$ cat src/design/gbd_pkg.sv
// Constants and types shared by the bus command decoder.
// Notes on behaviour
// - Bytes taken with attention true are interface commands or addresses.
// - Bytes taken with attention false pass on as device data only while addressed to listen.
// - Only controller drives attention, clear and remote enable; device drives service request.
// - While remote enable is true the device may go remote.
// - Byte accompanied by end marker is flagged as last of message.
// - Interface clear returns the device to talker and listener idle.
// - Service request held asserted until the service need is cleared.
// - Universal commands act without any addressing.
// - Local lockout disables the local key and front panel inputs.
// - Device clear returns the device to power-up defaults.
// - Serial poll enable enters serial poll mode.
// - Serial poll disable leaves serial poll mode.
// - Addressed commands act only while addressed to listen, except group trigger with get_unaddressed_i set.
// - Selective clear acts as device clear but only when addressed.
// - Go-to-local leaves remote mode and also releases lockout.
// - Group trigger starts the configured action; optionally without addressing.
// - Own listen address is primary address ORed with hex 20.
// - Own talk address is primary address ORed with hex 40.
// - Secondary command group bytes are ignored; a listener with remote enable true still goes remote on one.
// - Unlisten drops listener addressing; untalk drops talker addressing.
// - All bus lines are active low.
// - Primary address is a five-bit value 0 to 31.
// - Command codes 01,04,08,11,14,18,19,3f,5f decode as listed.
// - Unlisten gives listener idle; untalk gives talker idle.
package gbd_pkg;
   localparam logic [6:0] GBD_CMD_GTL = 7'h01;
   localparam logic [6:0] GBD_CMD_SDC = 7'h04;
   localparam logic [6:0] GBD_CMD_GET = 7'h08;
   localparam logic [6:0] GBD_CMD_LLO = 7'h11;
   localparam logic [6:0] GBD_CMD_DCL = 7'h14;
   localparam logic [6:0] GBD_CMD_SPE = 7'h18;
   localparam logic [6:0] GBD_CMD_SPD = 7'h19;
   localparam logic [6:0] GBD_CMD_UNL = 7'h3f;
   localparam logic [6:0] GBD_CMD_UNT = 7'h5f;
   localparam logic [1:0] GBD_GRP_LAG = 2'h1;
   localparam logic [1:0] GBD_GRP_TAG = 2'h2;
   localparam logic [1:0] GBD_GRP_SCG = 2'h3;
   localparam logic [6:0] GBD_LAG_BASE = 7'h20;
   localparam logic [6:0] GBD_TAG_BASE = 7'h40;
   localparam logic [2:0] GBD_SYNC_RST = 3'h7;
   localparam logic [7:0] GBD_BYTE_RST = 8'h00;

   typedef enum logic [1:0] {
      GBD_HS_IDLE = 2'b00,
      GBD_HS_WAIT = 2'b01,
      GBD_HS_DONE = 2'b10
   } gbd_hs_t;
endpackage

$ cat src/design/gbd_sync.sv
// Three-stage synchroniser for one active-low bus line.
`timescale 1ns/100ps
module gbd_sync
   import gbd_pkg::*;
(
   input wire logic clk_sys_i,
   input wire logic rst_i,
   input wire logic line_n_i,
   output logic level_o
);
   typedef struct packed {
      logic [2:0] sh;
      logic level;
   } gbd_sync_t;
   gbd_sync_t s_q, s_d;

   // Stage one is only read by stage two; the level moves when stages two and three agree.
   always_comb begin
      s_d = s_q;
      s_d.sh = {s_q.sh[1:0], line_n_i};
      if (s_q.sh[1] == s_q.sh[2]) begin
         s_d.level = ~s_q.sh[2];
      end
   end

   always_ff @(posedge clk_sys_i or posedge rst_i) begin
      if (rst_i) begin
         s_q <= '{sh: GBD_SYNC_RST, level: 1'b0};
      end else begin
         s_q <= s_d;
      end
   end

   assign level_o = s_q.level;
endmodule // gbd_sync

$ cat src/design/gbd_decoder.sv
// Bus command decoder: uniline lines, multiline commands and data hand-off.
`timescale 1ns/100ps
module gbd_decoder
   import gbd_pkg::*;
(
   input wire logic clk_sys_i,
   input wire logic rst_i,
   input wire logic atn_n_i,
   input wire logic ifc_n_i,
   input wire logic ren_n_i,
   input wire logic eoi_n_i,
   input wire logic [7:0] dio_n_i,
   input wire logic byte_accepted_i,
   input wire logic [4:0] primary_addr_i,
   input wire logic get_unaddressed_i,
   input wire logic service_need_i,
   output logic srq_n_o,
   output logic srq_n_oe_o,
   output logic remote_o,
   output logic lockout_o,
   output logic panel_enable_o,
   output logic poll_mode_o,
   output logic listen_o,
   output logic talk_o,
   output logic dev_clear_o,
   output logic trigger_o,
   output logic data_valid_o,
   output logic [7:0] data_o,
   output logic data_last_o
);
   typedef struct packed {
      logic remote;
      logic lockout;
      logic poll;
      logic listen;
      logic talk;
      logic clr;
      logic trig;
      logic dval;
      logic [7:0] data;
      logic last;
      logic srq;
      logic panel;
   } gbd_state_t;

   logic atn, ifc, ren, eoi;
   logic [7:0] dio;
   gbd_state_t s_q, s_d;

   // Compares a command byte's low seven bits to a code; bit 7 is a don't care.
   function automatic logic is_cmd(input logic [7:0] b, input logic [6:0] code);
      is_cmd = (b[6:0] == code);
   endfunction

   // All bus lines come from another domain and pass the three-stage filter.
   gbd_sync u_atn (.clk_sys_i(clk_sys_i), .rst_i(rst_i), .line_n_i(atn_n_i), .level_o(atn));
   gbd_sync u_ifc (.clk_sys_i(clk_sys_i), .rst_i(rst_i), .line_n_i(ifc_n_i), .level_o(ifc));
   gbd_sync u_ren (.clk_sys_i(clk_sys_i), .rst_i(rst_i), .line_n_i(ren_n_i), .level_o(ren));
   gbd_sync u_eoi (.clk_sys_i(clk_sys_i), .rst_i(rst_i), .line_n_i(eoi_n_i), .level_o(eoi));

   // Data lines are inverted inside the filter, so dio holds true-level bits.
   genvar gi;
   generate
      for (gi = 0; gi < 8; gi++) begin : g_dio
         gbd_sync u_dio (
            .clk_sys_i(clk_sys_i),
            .rst_i(rst_i),
            .line_n_i(dio_n_i[gi]),
            .level_o(dio[gi])
         );
      end
   endgenerate

   // Next-state logic. Later assignments win, so interface clear has the last word.
   always_comb begin
      s_d = s_q;
      s_d.clr = 1'b0;
      s_d.trig = 1'b0;
      s_d.dval = 1'b0;
      s_d.srq = service_need_i;
      if (!ren) begin
         s_d.remote = 1'b0;
         s_d.lockout = 1'b0;
      end
      // The handshake block pulses byte_accepted_i once the byte is stable on the lines.
      if (byte_accepted_i) begin
         if (atn) begin
            if (s_q.listen && ren) begin
               s_d.remote = 1'b1;
            end
            if (is_cmd(dio, GBD_CMD_LLO)) begin
               s_d.lockout = 1'b1;
            end else if (is_cmd(dio, GBD_CMD_DCL)) begin
               s_d.clr = 1'b1;
               s_d.poll = 1'b0;
            end else if (is_cmd(dio, GBD_CMD_SPE)) begin
               s_d.poll = 1'b1;
            end else if (is_cmd(dio, GBD_CMD_SPD)) begin
               s_d.poll = 1'b0;
            end else if (is_cmd(dio, GBD_CMD_SDC)) begin
               s_d.clr = s_q.listen;
               if (s_q.listen) begin
                  s_d.poll = 1'b0;
               end
            end else if (is_cmd(dio, GBD_CMD_GTL)) begin
               if (s_q.listen) begin
                  s_d.remote = 1'b0;
                  s_d.lockout = 1'b0;
               end
            end else if (is_cmd(dio, GBD_CMD_GET)) begin
               s_d.trig = s_q.listen | get_unaddressed_i;
            end else if (is_cmd(dio, GBD_CMD_UNL)) begin
               s_d.listen = 1'b0;
            end else if (is_cmd(dio, GBD_CMD_UNT)) begin
               s_d.talk = 1'b0;
            end else if (dio[6:0] == (GBD_LAG_BASE | {2'b00, primary_addr_i})) begin
               s_d.listen = 1'b1;
               s_d.talk = 1'b0;
               if (ren) begin
                  s_d.remote = 1'b1;
               end
            end else if (dio[6:0] == (GBD_TAG_BASE | {2'b00, primary_addr_i})) begin
               s_d.talk = 1'b1;
               s_d.listen = 1'b0;
            end else if (dio[6:5] == GBD_GRP_TAG) begin
               s_d.talk = 1'b0; // Another talker was addressed.
            end
            // Secondary group bytes fall through every branch; only the listener remote update above applies to them.
         end else if (s_q.listen) begin
            s_d.dval = 1'b1;
            s_d.data = dio;
            s_d.last = eoi;
         end
      end
      if (ifc) begin
         s_d.listen = 1'b0;
         s_d.talk = 1'b0;
         s_d.poll = 1'b0;
      end
      // The panel enable is registered so the output needs no gate after the flop.
      s_d.panel = ~s_d.lockout;
   end

   always_ff @(posedge clk_sys_i or posedge rst_i) begin
      if (rst_i) begin
         s_q <= '{remote: 1'b0, lockout: 1'b0, poll: 1'b0, listen: 1'b0, talk: 1'b0,
                  clr: 1'b0, trig: 1'b0, dval: 1'b0, data: GBD_BYTE_RST, last: 1'b0,
                  srq: 1'b0, panel: 1'b1};
      end else begin
         s_q <= s_d;
      end
   end

   // Outputs come straight from the state register, except srq_n_o which is tied low; the pin is open drain.
   assign srq_n_o = 1'b0;
   assign srq_n_oe_o = s_q.srq;
   assign remote_o = s_q.remote;
   assign lockout_o = s_q.lockout;
   assign panel_enable_o = s_q.panel;
   assign poll_mode_o = s_q.poll;
   assign listen_o = s_q.listen;
   assign talk_o = s_q.talk;
   assign dev_clear_o = s_q.clr;
   assign trigger_o = s_q.trig;
   assign data_valid_o = s_q.dval;
   assign data_o = s_q.data;
   assign data_last_o = s_q.last;
endmodule // gbd_decoder

$ cat config.mk
export PLATFORM = sky130hd
export DESIGN_NAME = gbd_decoder
export DESIGN_NICKNAME = d
export VERILOG_FILES = /design/src/design/gbd_pkg.sv /design/src/design/gbd_sync.sv /design/src/design/gbd_decoder.sv
export SDC_FILE = /design/constraint.sdc
export NUM_CORES = 1
export LEC_CHECK = 0
export BUFFER_PORTS_ARGS = -buffer_cell sky130_fd_sc_hd__buf_2
export CAP_MARGIN = 20
export CORE_MARGIN = 4
export CORE_UTILIZATION = 54
export DETAILED_ROUTE_END_ITERATION = 12
export HOLD_SLACK_MARGIN = 0.15
export PLACE_DENSITY = 0.89
export SLEW_MARGIN = 20
export SYNTH_ARGS = -nofsm -noshare
export SYNTH_HDL_FRONTEND = slang
export SYNTH_SLANG_ARGS = --single-unit
$ cat constraint.sdc
create_clock -name clk_sys_i -period 2.2 [get_ports clk_sys_i]
set_input_delay 0.22 -clock clk_sys_i [delete_from_list [all_inputs] [get_ports clk_sys_i]]
set_output_delay 0.22 -clock clk_sys_i [all_outputs]
set_load 0.01 [all_outputs]
* After elaboration in Yosys (flattened, before gate mapping)
Index checks and enable logic that the tools add are counted.
Widths: inputs -> output; s select.
** Operators by class
- Equal/unequal tests :: 33
- Mux-type cells :: 47
- Bitwise logic cells :: 15
- Reduce and logical (&&, ||, !) cells :: 11
** Operators with widths (number)
- $eq 7x5->1 const B :: 4
- $mux 1 :: 28
- $mux 2 :: 11
- $reduce_and 11->1 :: 2
- $mux 10 :: 2
- $mux 17 :: 1
- $ne 2x1->1 const B :: 8
- $reduce_bool 5->1 :: 3
- $not 1->1 :: 14
- $eq 1x1->1 :: 12
- $mux 4 :: 2
- $eq 7x1->1 const B :: 1
- $eq 7x3->1 const B :: 1
- $eq 7x4->1 const B :: 1
- $eq 7x6->1 :: 1
- $eq 7x6->1 const B :: 1
- $eq 7x7->1 :: 1
- $eq 7x7->1 const B :: 1
- $mux 7 :: 1
- $mux 5 :: 1
- $reduce_and 5->1 :: 1
- $reduce_bool 2->1 :: 2
- $reduce_bool 4->1 :: 1
- $mux 3 :: 1
- 5 further kinds :: 5
** Storage, ports and cells
- Register bits :: 67
- Input port bits :: 22
- Logic and storage cells :: 142

* Longest topological paths before layout
Gate-level depths: netlist of the first run.
- Depth after elaboration :: 16
- Mapped depth :: 6

* Hierarchy
Synthesis of the first run repeated with hierarchy kept, for this count alone.
** Unflattened totals
- Cell total of the unflattened synthesis :: 201
- Area total of the unflattened synthesis :: 2488.6 um^2
** Modules (own cells, without submodules)
- gbd_sync :: instances 12, cells each 8, area an instance 126.4 um^2
- gbd_decoder :: instances 1, cells each 105, area an instance 972.2 um^2

* Worst setup path after synthesis of the first run
Ideal clock, no wire load.
- Path type :: register to register
- Start :: register g_dio[4].u_dio.s_q (netlist bit g_dio[4].u_dio.level_o)
- End :: register s_q (netlist bit listen_o)
- Arrival :: 1417 ps
- Data required time :: 2117 ps
- Setup slack :: 701 ps
- Cell stages (with the launch flop) :: 7
- Period minus slack after synthesis :: 1499 ps
- Cell sequence :: dfrtp_1 buf_6 xor2_1 nor2_1 nand3_2 or4_1 o21ai_0
** Between the ends
- Cells in the longest elaborated chain, start to end :: 14
- Elaborated cells on any way between the ends :: 34
- Those cells by class :: 19 x eq/ne; 13 x mux; 2 x reduce/logical
** RTL lines
- from (decl) :: line gbd_sync.sv:15 : gbd_sync_t s_q, s_d;
- from (signal assigned) :: line gbd_sync.sv:28 : s_q <= '{sh: GBD_SYNC_RST, level: 1'b0};
- $eq 7x6->1 :: line gbd_decoder.sv:116 : end else if (dio[6:0] == (GBD_LAG_BASE | {2'b00, primary_addr_i})) begin
- $mux 2 :: line gbd_decoder.sv:116
- $mux 1 :: line gbd_decoder.sv:114 : end else if (is_cmd(dio, GBD_CMD_UNT)) begin
- $mux 1 :: line gbd_decoder.sv:112 : end else if (is_cmd(dio, GBD_CMD_UNL)) begin
- $mux 2 :: line gbd_decoder.sv:110 : end else if (is_cmd(dio, GBD_CMD_GET)) begin
- $mux 2 :: line gbd_decoder.sv:105 : end else if (is_cmd(dio, GBD_CMD_GTL)) begin
- $mux 2 :: line gbd_decoder.sv:100 : end else if (is_cmd(dio, GBD_CMD_SDC)) begin
- $mux 4 :: line gbd_decoder.sv:98 : end else if (is_cmd(dio, GBD_CMD_SPD)) begin
- $mux 4 :: line gbd_decoder.sv:96 : end else if (is_cmd(dio, GBD_CMD_SPE)) begin
- $mux 2 :: line gbd_decoder.sv:93 : end else if (is_cmd(dio, GBD_CMD_DCL)) begin
- $mux 5 :: line gbd_decoder.sv:91 : if (is_cmd(dio, GBD_CMD_LLO)) begin
- $mux 7 :: line gbd_decoder.sv:87 : if (atn) begin
- $mux 17 :: line gbd_decoder.sv:86 : if (byte_accepted_i) begin
- $mux 3 :: line gbd_decoder.sv:135 : if (ifc) begin
- to (signal assigned) :: line gbd_decoder.sv:146 : s_q <= '{remote: 1'b0, lockout: 1'b0, poll: 1'b0, listen: 1'b0, talk: 1'b0,
- to (decl) :: line gbd_decoder.sv:48 : gbd_state_t s_q, s_d;
Parallel ways exist; a longest one is shown, timed or not. The select of a mux whose other input is x is not followed.
A chain may end at the register's enable or synchronous reset.

* Worst setup path in the final report of the first run
- Start :: register g_dio[2].u_dio.s_q (netlist bit g_dio[2].u_dio.level_o)
- End :: register s_q (netlist bit listen_o)
** Between the ends
- Cells in the longest elaborated chain, start to end :: 14
- Elaborated cells on any way between the ends :: 34
- Those cells by class :: 19 x eq/ne; 13 x mux; 2 x reduce/logical
** RTL lines (line)
- from (decl) :: gbd_sync.sv:15
- from (signal assigned) :: gbd_sync.sv:28
- $eq 7x6->1 :: gbd_decoder.sv:116
- $mux 2 :: gbd_decoder.sv:116
- $mux 1 :: gbd_decoder.sv:114
- $mux 1 :: gbd_decoder.sv:112
- $mux 2 :: gbd_decoder.sv:110
- $mux 2 :: gbd_decoder.sv:105
- $mux 2 :: gbd_decoder.sv:100
- $mux 4 :: gbd_decoder.sv:98
- $mux 4 :: gbd_decoder.sv:96
- $mux 2 :: gbd_decoder.sv:93
- $mux 5 :: gbd_decoder.sv:91
- $mux 7 :: gbd_decoder.sv:87
- $mux 17 :: gbd_decoder.sv:86
- $mux 3 :: gbd_decoder.sv:135
Parallel ways exist; a longest one is shown, timed or not. The select of a mux whose other input is x is not followed.

==> results of run 1 <==
==> worst paths after layout <==
kind                                                      endpoint  cells after the start
worst min register to register     g_dio[1].u_dio.s_d[3]$_DFF_PP1_                      0
worst max register to register                listen_o$_DFFE_PP0P_                      5
worst min-delay path                           trigger_o$_DFF_PP0_                      3
worst max-delay path                          listen_o$_DFFE_PP0P_                      5
max in group asynchronous          g_dio[0].u_dio.s_q[3]$_DFF_PP1_                      4
min in group asynchronous       g_dio[5].u_dio.level_o$_DFFE_PP0N_                      3
==> stage by stage <==
stage / hold slack (ns) / power [mW] / instance area [µm²]
2_1_floorplan: 0.2245 / 1.506 / 2420
3_3_place_gp: 0.2745 / 1.557 / 2658
3_5_place_dp: 0.2760 / 1.566 / 2658
4_1_cts: 0.2225 / 2.687 / 3027
5_1_grt: 0.2467 / 2.775 / 3027
6_report: 0.2346 / 2.655 / 3027
==> power groups by stage <==
| stage | combinational [mW] | sequential (mW) | clock (mW) |
|---|---|---|---|
| after floorplan | 0.121 | 1.38 | 0 |
| after global placement | 0.149 | 1.41 | 0 |
| after detailed placement | 0.154 | 1.41 | 0 |
| after CTS | 0.175 | 1.39 | 1.12 |
| after global routing | 0.200 | 1.40 | 1.17 |
| final | 0.173 | 1.39 | 1.09 |
==> routing by layer <==
| layer | vias to the layer above | part of all wire | GRT usage |
|---|---|---|---|
| li1 | 775 | - | - |
| met1 | 785 | 0.45 | 0.2169 |
| met2 | 57 | 0.47 | 0.2737 |
| met3 | 8 | 0.064 | 0.05607 |
| met4 | 0 | 0.013 | 0.07115 |
| met5 | - | 0 | 0 |
==> logic make-up (layout without fill, tap and decap cells) <==
| group | after synthesis | after routing | synth area share |
|---|---|---|---|
| flops | 67 | 67 | 0.7120 |
| simple gates | 64 | 64 | 0.1293 |
| compound gates | 36 | 36 | 0.08739 |
| buf+inv | 13 | 80 | 0.02844 |
| xor+xnor | 5 | 5 | 0.01810 |
| mux | 5 | 5 | 0.02327 |
| other cells | 1 | 1 | 0.001550 |
==> timing repair <==
| action | 4_1_cts | 5_1_grt |
|---|---|---|
| setup buffers | 0 | 0 |
| endpoints found under the hold margin | 20 | 0 |
| hold buffers | 15 | 0 |
==> cell type report <==
cell class                 instances  area [µm²]
sequential                        67        1723
fill                             297        1328
clock inverter                     5       77.57
inverter                           7       26.28
timing repair buffer              57       365.4
multi-input combinational        111       628.1
tap                               52       65.06
clock buffer                      11       141.4
==> cell usage in the layout (no fill, tap or decap), types with 2 or more instances in the layout <==
master         netlist  layout
a21o_1               3       3
dfstp_2             37      37
dlygate4sd3_1        0      15
nor4_1               5       5
buf_2                1      40
dfrtp_1             30      30
and3_1               3       3
nor2_1               8       8
inv_1                7       6
a21oi_1              3       3
nand2_1             31      31
o21ai_0             22      22
xor2_1               5       5
nor3_1               2       2
clkinv_2             0       2
mux2_2               5       5
nand3_1              4       4
bufinv_16            0       2
buf_4                1       2
nand2b_1             4       4
clkbuf_8             0      10
==> state kept, by name, indices dropped and copies added (netlist names), 2 cells and up <==
name	cells
g_dio.u_dio.s_d	16
data_o	8
g_dio.u_dio.level_o	8
g_dio.u_dio.s_q	8
u_atn.s_d	2
u_eoi.s_d	2
u_ifc.s_d	2
u_ren.s_d	2
==> critical path, delay by kind of cell (launching register included) <==
| family | cells | cell delay (ns) |
|---|---|---|
| XOR/XNOR | 1 | 0.21 |
| AO/OA/AOI/OAI | 1 | 0.08 |
| flip-flops | 1 | 0.48 |
| AND/OR/NAND/NOR | 3 | 0.86 |
==> reports/qor.csv, run 1 <==
metric;value;unit
first-pass GRT wire length;7.176;mm
DP HPWL;2.814;mm
Main synth FF type;dfstp_2;
synth unique cells;35;
clk_lat worst skew;0.33;ns
Seq pwr share;0.524;
Final GP Congestion;0.8744;
share of the synthesized area in the top cell type;0.4018;
crit end category;register;
element type at the critical path start;register;
Clock power frac;0.410;
max incr delay on CP;0.48;ns
Routed WL per cell;13.34;µm
Hold Violations, Final;0;
most common cell in the synthesized netlist;dfstp_2;
largest cells by area after synthesis;dfstp_2, dfrtp_1, nand2_1;
Cell Chain, Critical Path;xor2_1 -> nor3_2 -> nand3_2 -> or4_1 -> o21ai_0;
# rows;24;
Die H;74.94;µm
final setup fails;0;
f_max;587.6;MHz
clock skew;0.007541;ns
worst hold start;byte_accepted_i;
Comb pwr share;0.065;
Die Wd;74.94;µm
Pre-antenna DRT Iters;4;
initial antenna violation count;0;
RSZ-0062 raised after global routing;no;
CTS Buf Count;9;
largest net degree at the start of global routing;28;
Ports;42;
Worst Path Required;2.46;ns
routed via count;1625;
Cell Int Power;2.069;mW
Post-synth EDFFs;0;
Clock transition at path regs;0.07;ns
area of the die;5616;µm²
via-per-instance ratio;5.242;
PwrDens;877.3;nW/µm²
final design utilization;0.6951;
Post-synth top cells;dfstp_2, nand2_1, dfrtp_1, o21ai_0, nor2_1;
Seq/Total Area, Yosys;0.7120;
initial core utilization;0.5557;
synthesized area;2420;µm²
CTS H-tree depth;3;
Synth Register Bits;67;
minimum clock period;1.702;ns
Reg2Reg Setup Slack;0.50;ns
Remaining DRCs;0;
vias in the first global route;1639;
total grt overflow;0;
Min-Delay Path Class;primary input to register;
PortBufs;40;
peak supply drop;0.5195;mV
Worst EP arrival;1.96;ns
ANT cells;0;
GR Util All Layers;0.1718;
syn_area_per_cell;12.67;µm²
Ys Warns;0;
CTS max path bufs;2;
dpl ws;0.5068;ns
area grow syn2layout;25.08;%
critical path type;register to register;
CTS resizes;0;
core footprint;4354;µm²
NetSw;0.5858;mW
Worst-Margin Slew;0.5083;ns
worst reg2reg startpoint;g_dio[2].u_dio.level_o$_DFFE_PP0N_;
Slew Limit Fails;0;
post-route insts no fill;310;
root buf cell;clkbuf_8;
fin nets;275;
Critical Path Fanout Max;11;
Antenna Violating Nets Remaining;0;
fraction of layout cells with a size suffix above 1;0.4070;
CP startpoint;g_dio[2].u_dio.level_o$_DFFE_PP0N_;
max_cap viols;0;
syn_nets;213;
relative slew slack;0.6606;
PnR worst setup slack;0.4982;ns
placed cells;279;
Crit-path slowest cell;dfrtp_1;
cell taking the most area after synthesis;dfstp_2;
Post-Route WL;4.135;mm
Setup TNS;0;ns
status;finished clean;
Async S/R FF share, synth;1.000;
Post-Syn Instances;191;
CTS tree;done;
initial drt markers;99;
CTS sink count;67;
final period utilization;0.7735;
switching portion of total power;0.2206;
Pleak;1.424;nW
(Power assumes the default switching activity.)
==> run 2: changes to the inputs <==
ABC_AREA = 1   (was unset)
CORE_UTILIZATION = 50   (was 54)
PLACE_DENSITY = 0.87   (was 0.89)
clock period = 1.4 ns   (was 2.2 ns; I/O delays follow)
==> run 2 against run 1 <==
The run now ends with negative setup slack left. Clock skew down 0.0017 ns. Global-route usage rose by 0.11 points. Design area is 12% higher. Die area up 13%. Critical path type unchanged. Clock-buffer cell count stayed put. Wire length rose by 21%. Worst hold slack improved by 0.12 ns. Via count increased by 18%. Flip-flop and latch count did not move. Critical path depth grew 4. Largest cell class unchanged. Largest power group unchanged.
==> reports/qor.csv, run 2 <==
metric;value;unit;change
Largest register FFs;16;;unchanged
Worst Path Required;1.63;ns;was 2.46 ns
RSZ-0062 raised after global routing;yes;;was no
Clock power frac;0.368;;was 0.410
Min-Delay Path Class;primary input to register;;unchanged
f_max;709.5;MHz;was 587.6 MHz
vias in the first global route;1817;;was 1,639
switching portion of total power;0.2486;;was 0.2206
Synth Register Bits;67;;unchanged
synthesized area;2557;µm²;was 2420 µm²
Reg2Reg Setup Slack;-0.009;ns;was 0.50 ns
initial core utilization;0.5275;;was 0.5557
GR Util All Layers;0.1729;;was 0.1718
failing checks;negative setup slack;;
Hold Violations, Final;0;;unchanged
final design utilization;0.7006;;was 0.6951
via-per-instance ratio;4.788;;was 5.242
CTS max path bufs;2;;unchanged
area of the die;6323;µm²;was 5616 µm²
Post-synth top cells;nand2_1, dfstp_2, dfrtp_1, o21ai_0, nor2_1;;was dfstp_2, nand2_1, dfrtp_1, o21ai_0, nor2_1
root buf cell;clkbuf_8;;unchanged
Seq pwr share;0.522;;was 0.524
crit path to;poll_mode_o$_DFFE_PP0P_;;was listen_o$_DFFE_PP0P_
syn_area_per_cell;10.19;µm²;was 12.67 µm²
most common cell in the synthesized netlist;nand2_1;;was dfstp_2
Ys Warns;0;;unchanged
CTS Buf Count;9;;unchanged
RR Endpoint;poll_mode_o$_DFFE_PP0P_;;was listen_o$_DFFE_PP0P_
Setup TNS;-0.009467;ns;was 0 ns
first-pass GRT wire length;8.135;mm;was 7.176 mm
cell taking the most area after synthesis;dfstp_2;;unchanged
Pleak;1.676;nW;was 1.424 nW
fin nets;351;;was 275
CTS H-tree depth;3;;unchanged
initial antenna violation count;0;;unchanged
Seq/Total Area, Yosys;0.6737;;was 0.7120
status;finished, violations left;;was finished clean
Async S/R FF share, synth;1.000;;unchanged
Cell Int Power;3.149;mW;was 2.069 mW
Post-Route WL;4.998;mm;was 4.135 mm
area grow syn2layout;32.83;%;was 25.08%
CTS tree;done;;unchanged
Clock transition at path regs;0.07;ns;about the same
# rows;25;;was 24
final setup fails;1;;was 0
Antenna Violating Nets Remaining;0;;unchanged
Pre-antenna DRT Iters;4;;unchanged
PnR worst setup slack;-0.009467;ns;was 0.4982 ns
DP HPWL;3.129;mm;was 2.814 mm
CP startpoint;g_dio[6].u_dio.level_o$_DFFE_PP0N_;;was g_dio[2].u_dio.level_o$_DFFE_PP0N_
commonest non-fill, non-tap cells in the layout;nand2_1, buf_2, dfstp_2;;was buf_2, dfstp_2, nand2_1
clk_lat worst skew;0.34;ns;was 0.33 ns
Die H;79.52;µm;was 74.94 µm
Main synth FF type;dfstp_2;;unchanged
clock skew;0.005844;ns;was 0.007541 ns
crit end category;register;;unchanged
initial drt markers;121;;was 99
PortBufs;40;;unchanged
largest cells by area after synthesis;dfstp_2, dfrtp_1, nand2_1;;unchanged
Ports;42;;unchanged
core footprint;4848;µm²;was 4354 µm²
Post-Syn Instances;251;;was 191
Post-synth EDFFs;0;;unchanged
Comb pwr share;0.109;;was 0.065
final period utilization;1.007;;was 0.7735
FILL cells;353;;was 297
synth unique cells;24;;was 35
Remaining DRCs;0;;unchanged
CTS sink count;67;;unchanged
routed via count;1920;;was 1,625
Final GP Congestion;0.8442;;was 0.8744
element type at the critical path start;register;;unchanged
Routed WL per cell;12.46;µm;was 13.34 µm
fraction of layout cells with a size suffix above 1;0.4701;;was 0.4070
max_cap viols;0;;unchanged
R2R cell count;9;;was 5
peak supply drop;0.9473;mV;was 0.5195 mV
worst reg2reg startpoint;g_dio[6].u_dio.level_o$_DFFE_PP0N_;;was g_dio[2].u_dio.level_o$_DFFE_PP0N_
Worst EP arrival;1.64;ns;was 1.96 ns
NetSw;1.042;mW;was 0.5858 mW
share of the synthesized area in the top cell type;0.3801;;was 0.4018
total grt overflow;0;;unchanged
ANT cells;0;;unchanged
most common cell after layout, fill and taps aside;nand2_1;;was buf_2
syn_nets;273;;was 213
minimum clock period;1.409;ns;was 1.702 ns
PwrDens;1234;nW/µm²;was 877.3 nW/µm²
largest net degree at the start of global routing;68;;was 28
critical path type;register to register;;unchanged
Critical Path Fanout Max;5;;was 11
Die Wd;79.52;µm;was 74.94 µm
Slew Limit Fails;0;;unchanged
run 2: power by group through the flow:
stage | registers (mW) | logic (mW) | clock network, mW
2_1_floorplan | 2.20 | 0.221 | 0
3_3_place_gp | 2.20 | 0.319 | 0
3_5_place_dp | 2.21 | 0.332 | 0
4_1_cts | 2.18 | 0.380 | 1.59
5_1_grt | 2.20 | 0.518 | 1.69
6_report | 2.19 | 0.459 | 1.54
run 2: worst min path at each step:
| stage | from | endpoint | slack, ns | cells past startpoint |
|---|---|---|---|---|
| after floorplan | dio_n_i[0] | g_dio[0].u_dio.s_d[2]$_DFF_PP1_ | 0.14 | 0 |
| after global placement | ifc_n_i | u_ifc.s_d[2]$_DFF_PP1_ | 0.24 | 1 |
| after detailed placement | atn_n_i | u_atn.s_d[2]$_DFF_PP1_ | 0.25 | 1 |
| after CTS | primary_addr_i[3] | talk_o$_DFFE_PP0P_ | 0.34 | 8 |
| after global routing | g_dio[0].u_dio.s_d[2]$_DFF_PP1_ | g_dio[0].u_dio.s_d[3]$_DFF_PP1_ | 0.36 | 0 |
| final | primary_addr_i[3] | talk_o$_DFFE_PP0P_ | 0.35 | 8 |
run 2: stage by stage:
| stage | instances | area (µm²) | hold WS [ns] | total power, mW | setup slack [ns] |
|---|---|---|---|---|---|
| 6_report | 401 | 3397 | 0.3499 | 4.191 | -0.009467 |
| 3_5_place_dp | 358 | 2863 | 0.2462 | 2.543 | -0.02457 |
| 3_3_place_gp | 358 | 2863 | 0.2447 | 2.523 | 0.001828 |
| 4_1_cts | 392 | 3242 | 0.3397 | 4.151 | 0.004509 |
| 2_1_floorplan | 251 | 2561 | 0.1445 | 2.418 | 0.1479 |
| 5_1_grt | 401 | 3397 | 0.3590 | 4.415 | -0.08301 |
run 2: kinds of logic (layout without fill, tap and decap cells):
family | Yosys count | count (layout) | synth area share
other | 1 | 1 | 0.001466
and+or+nand+nor | 130 | 130 | 0.2294
AOI/OAI and AO/OA | 27 | 27 | 0.05480
buffers and inverters | 26 | 109 | 0.04060
DFF | 67 | 67 | 0.6737
run 2: worst max-delay path: stages, from the launching register on:
cell and delay [ns]:
dfrtp_2 0.45, buf_6 0.14, nor2_4 0.14, nand2_1 0.10, nand2_2 0.09, inv_1 0.05
nand2_2 0.08, nand3_2 0.07, o21ai_2 0.13, nor2_1 0.05
run 2: repair_timing:
action | in CTS | in global routing
pin swaps | 2 | 17
setup endpoints to repair | 2 | 6
resized for setup | 7 | 27
buffers inserted | 2 | 9
endpoints found under the hold margin | 46 | 0
hold buffers | 16 | 0
run 2: metal layers:
layer | vias to the layer above | global-route usage | routed length, µm
li1 | 948 | - | -
met1 | 894 | 0.2053 | 2088
met2 | 65 | 0.2713 | 2444
met3 | 13 | 0.06208 | 325
met4 | 0 | 0.09794 | 140
met5 | - | 0 | 0
run 2: cell type report:
class / instances / area, µm² / area share
clock buffer: 11 / 141.4 / 0.04162
sequential: 67 / 1730 / 0.5094
clock inverter: 5 / 52.55 / 0.01547
multi-input combinational: 158 / 804.5 / 0.2368
timing repair buffer: 70 / 489.2 / 0.1440
tap: 67 / 83.83 / 0.02468
inverter: 23 / 95.09 / 0.02799
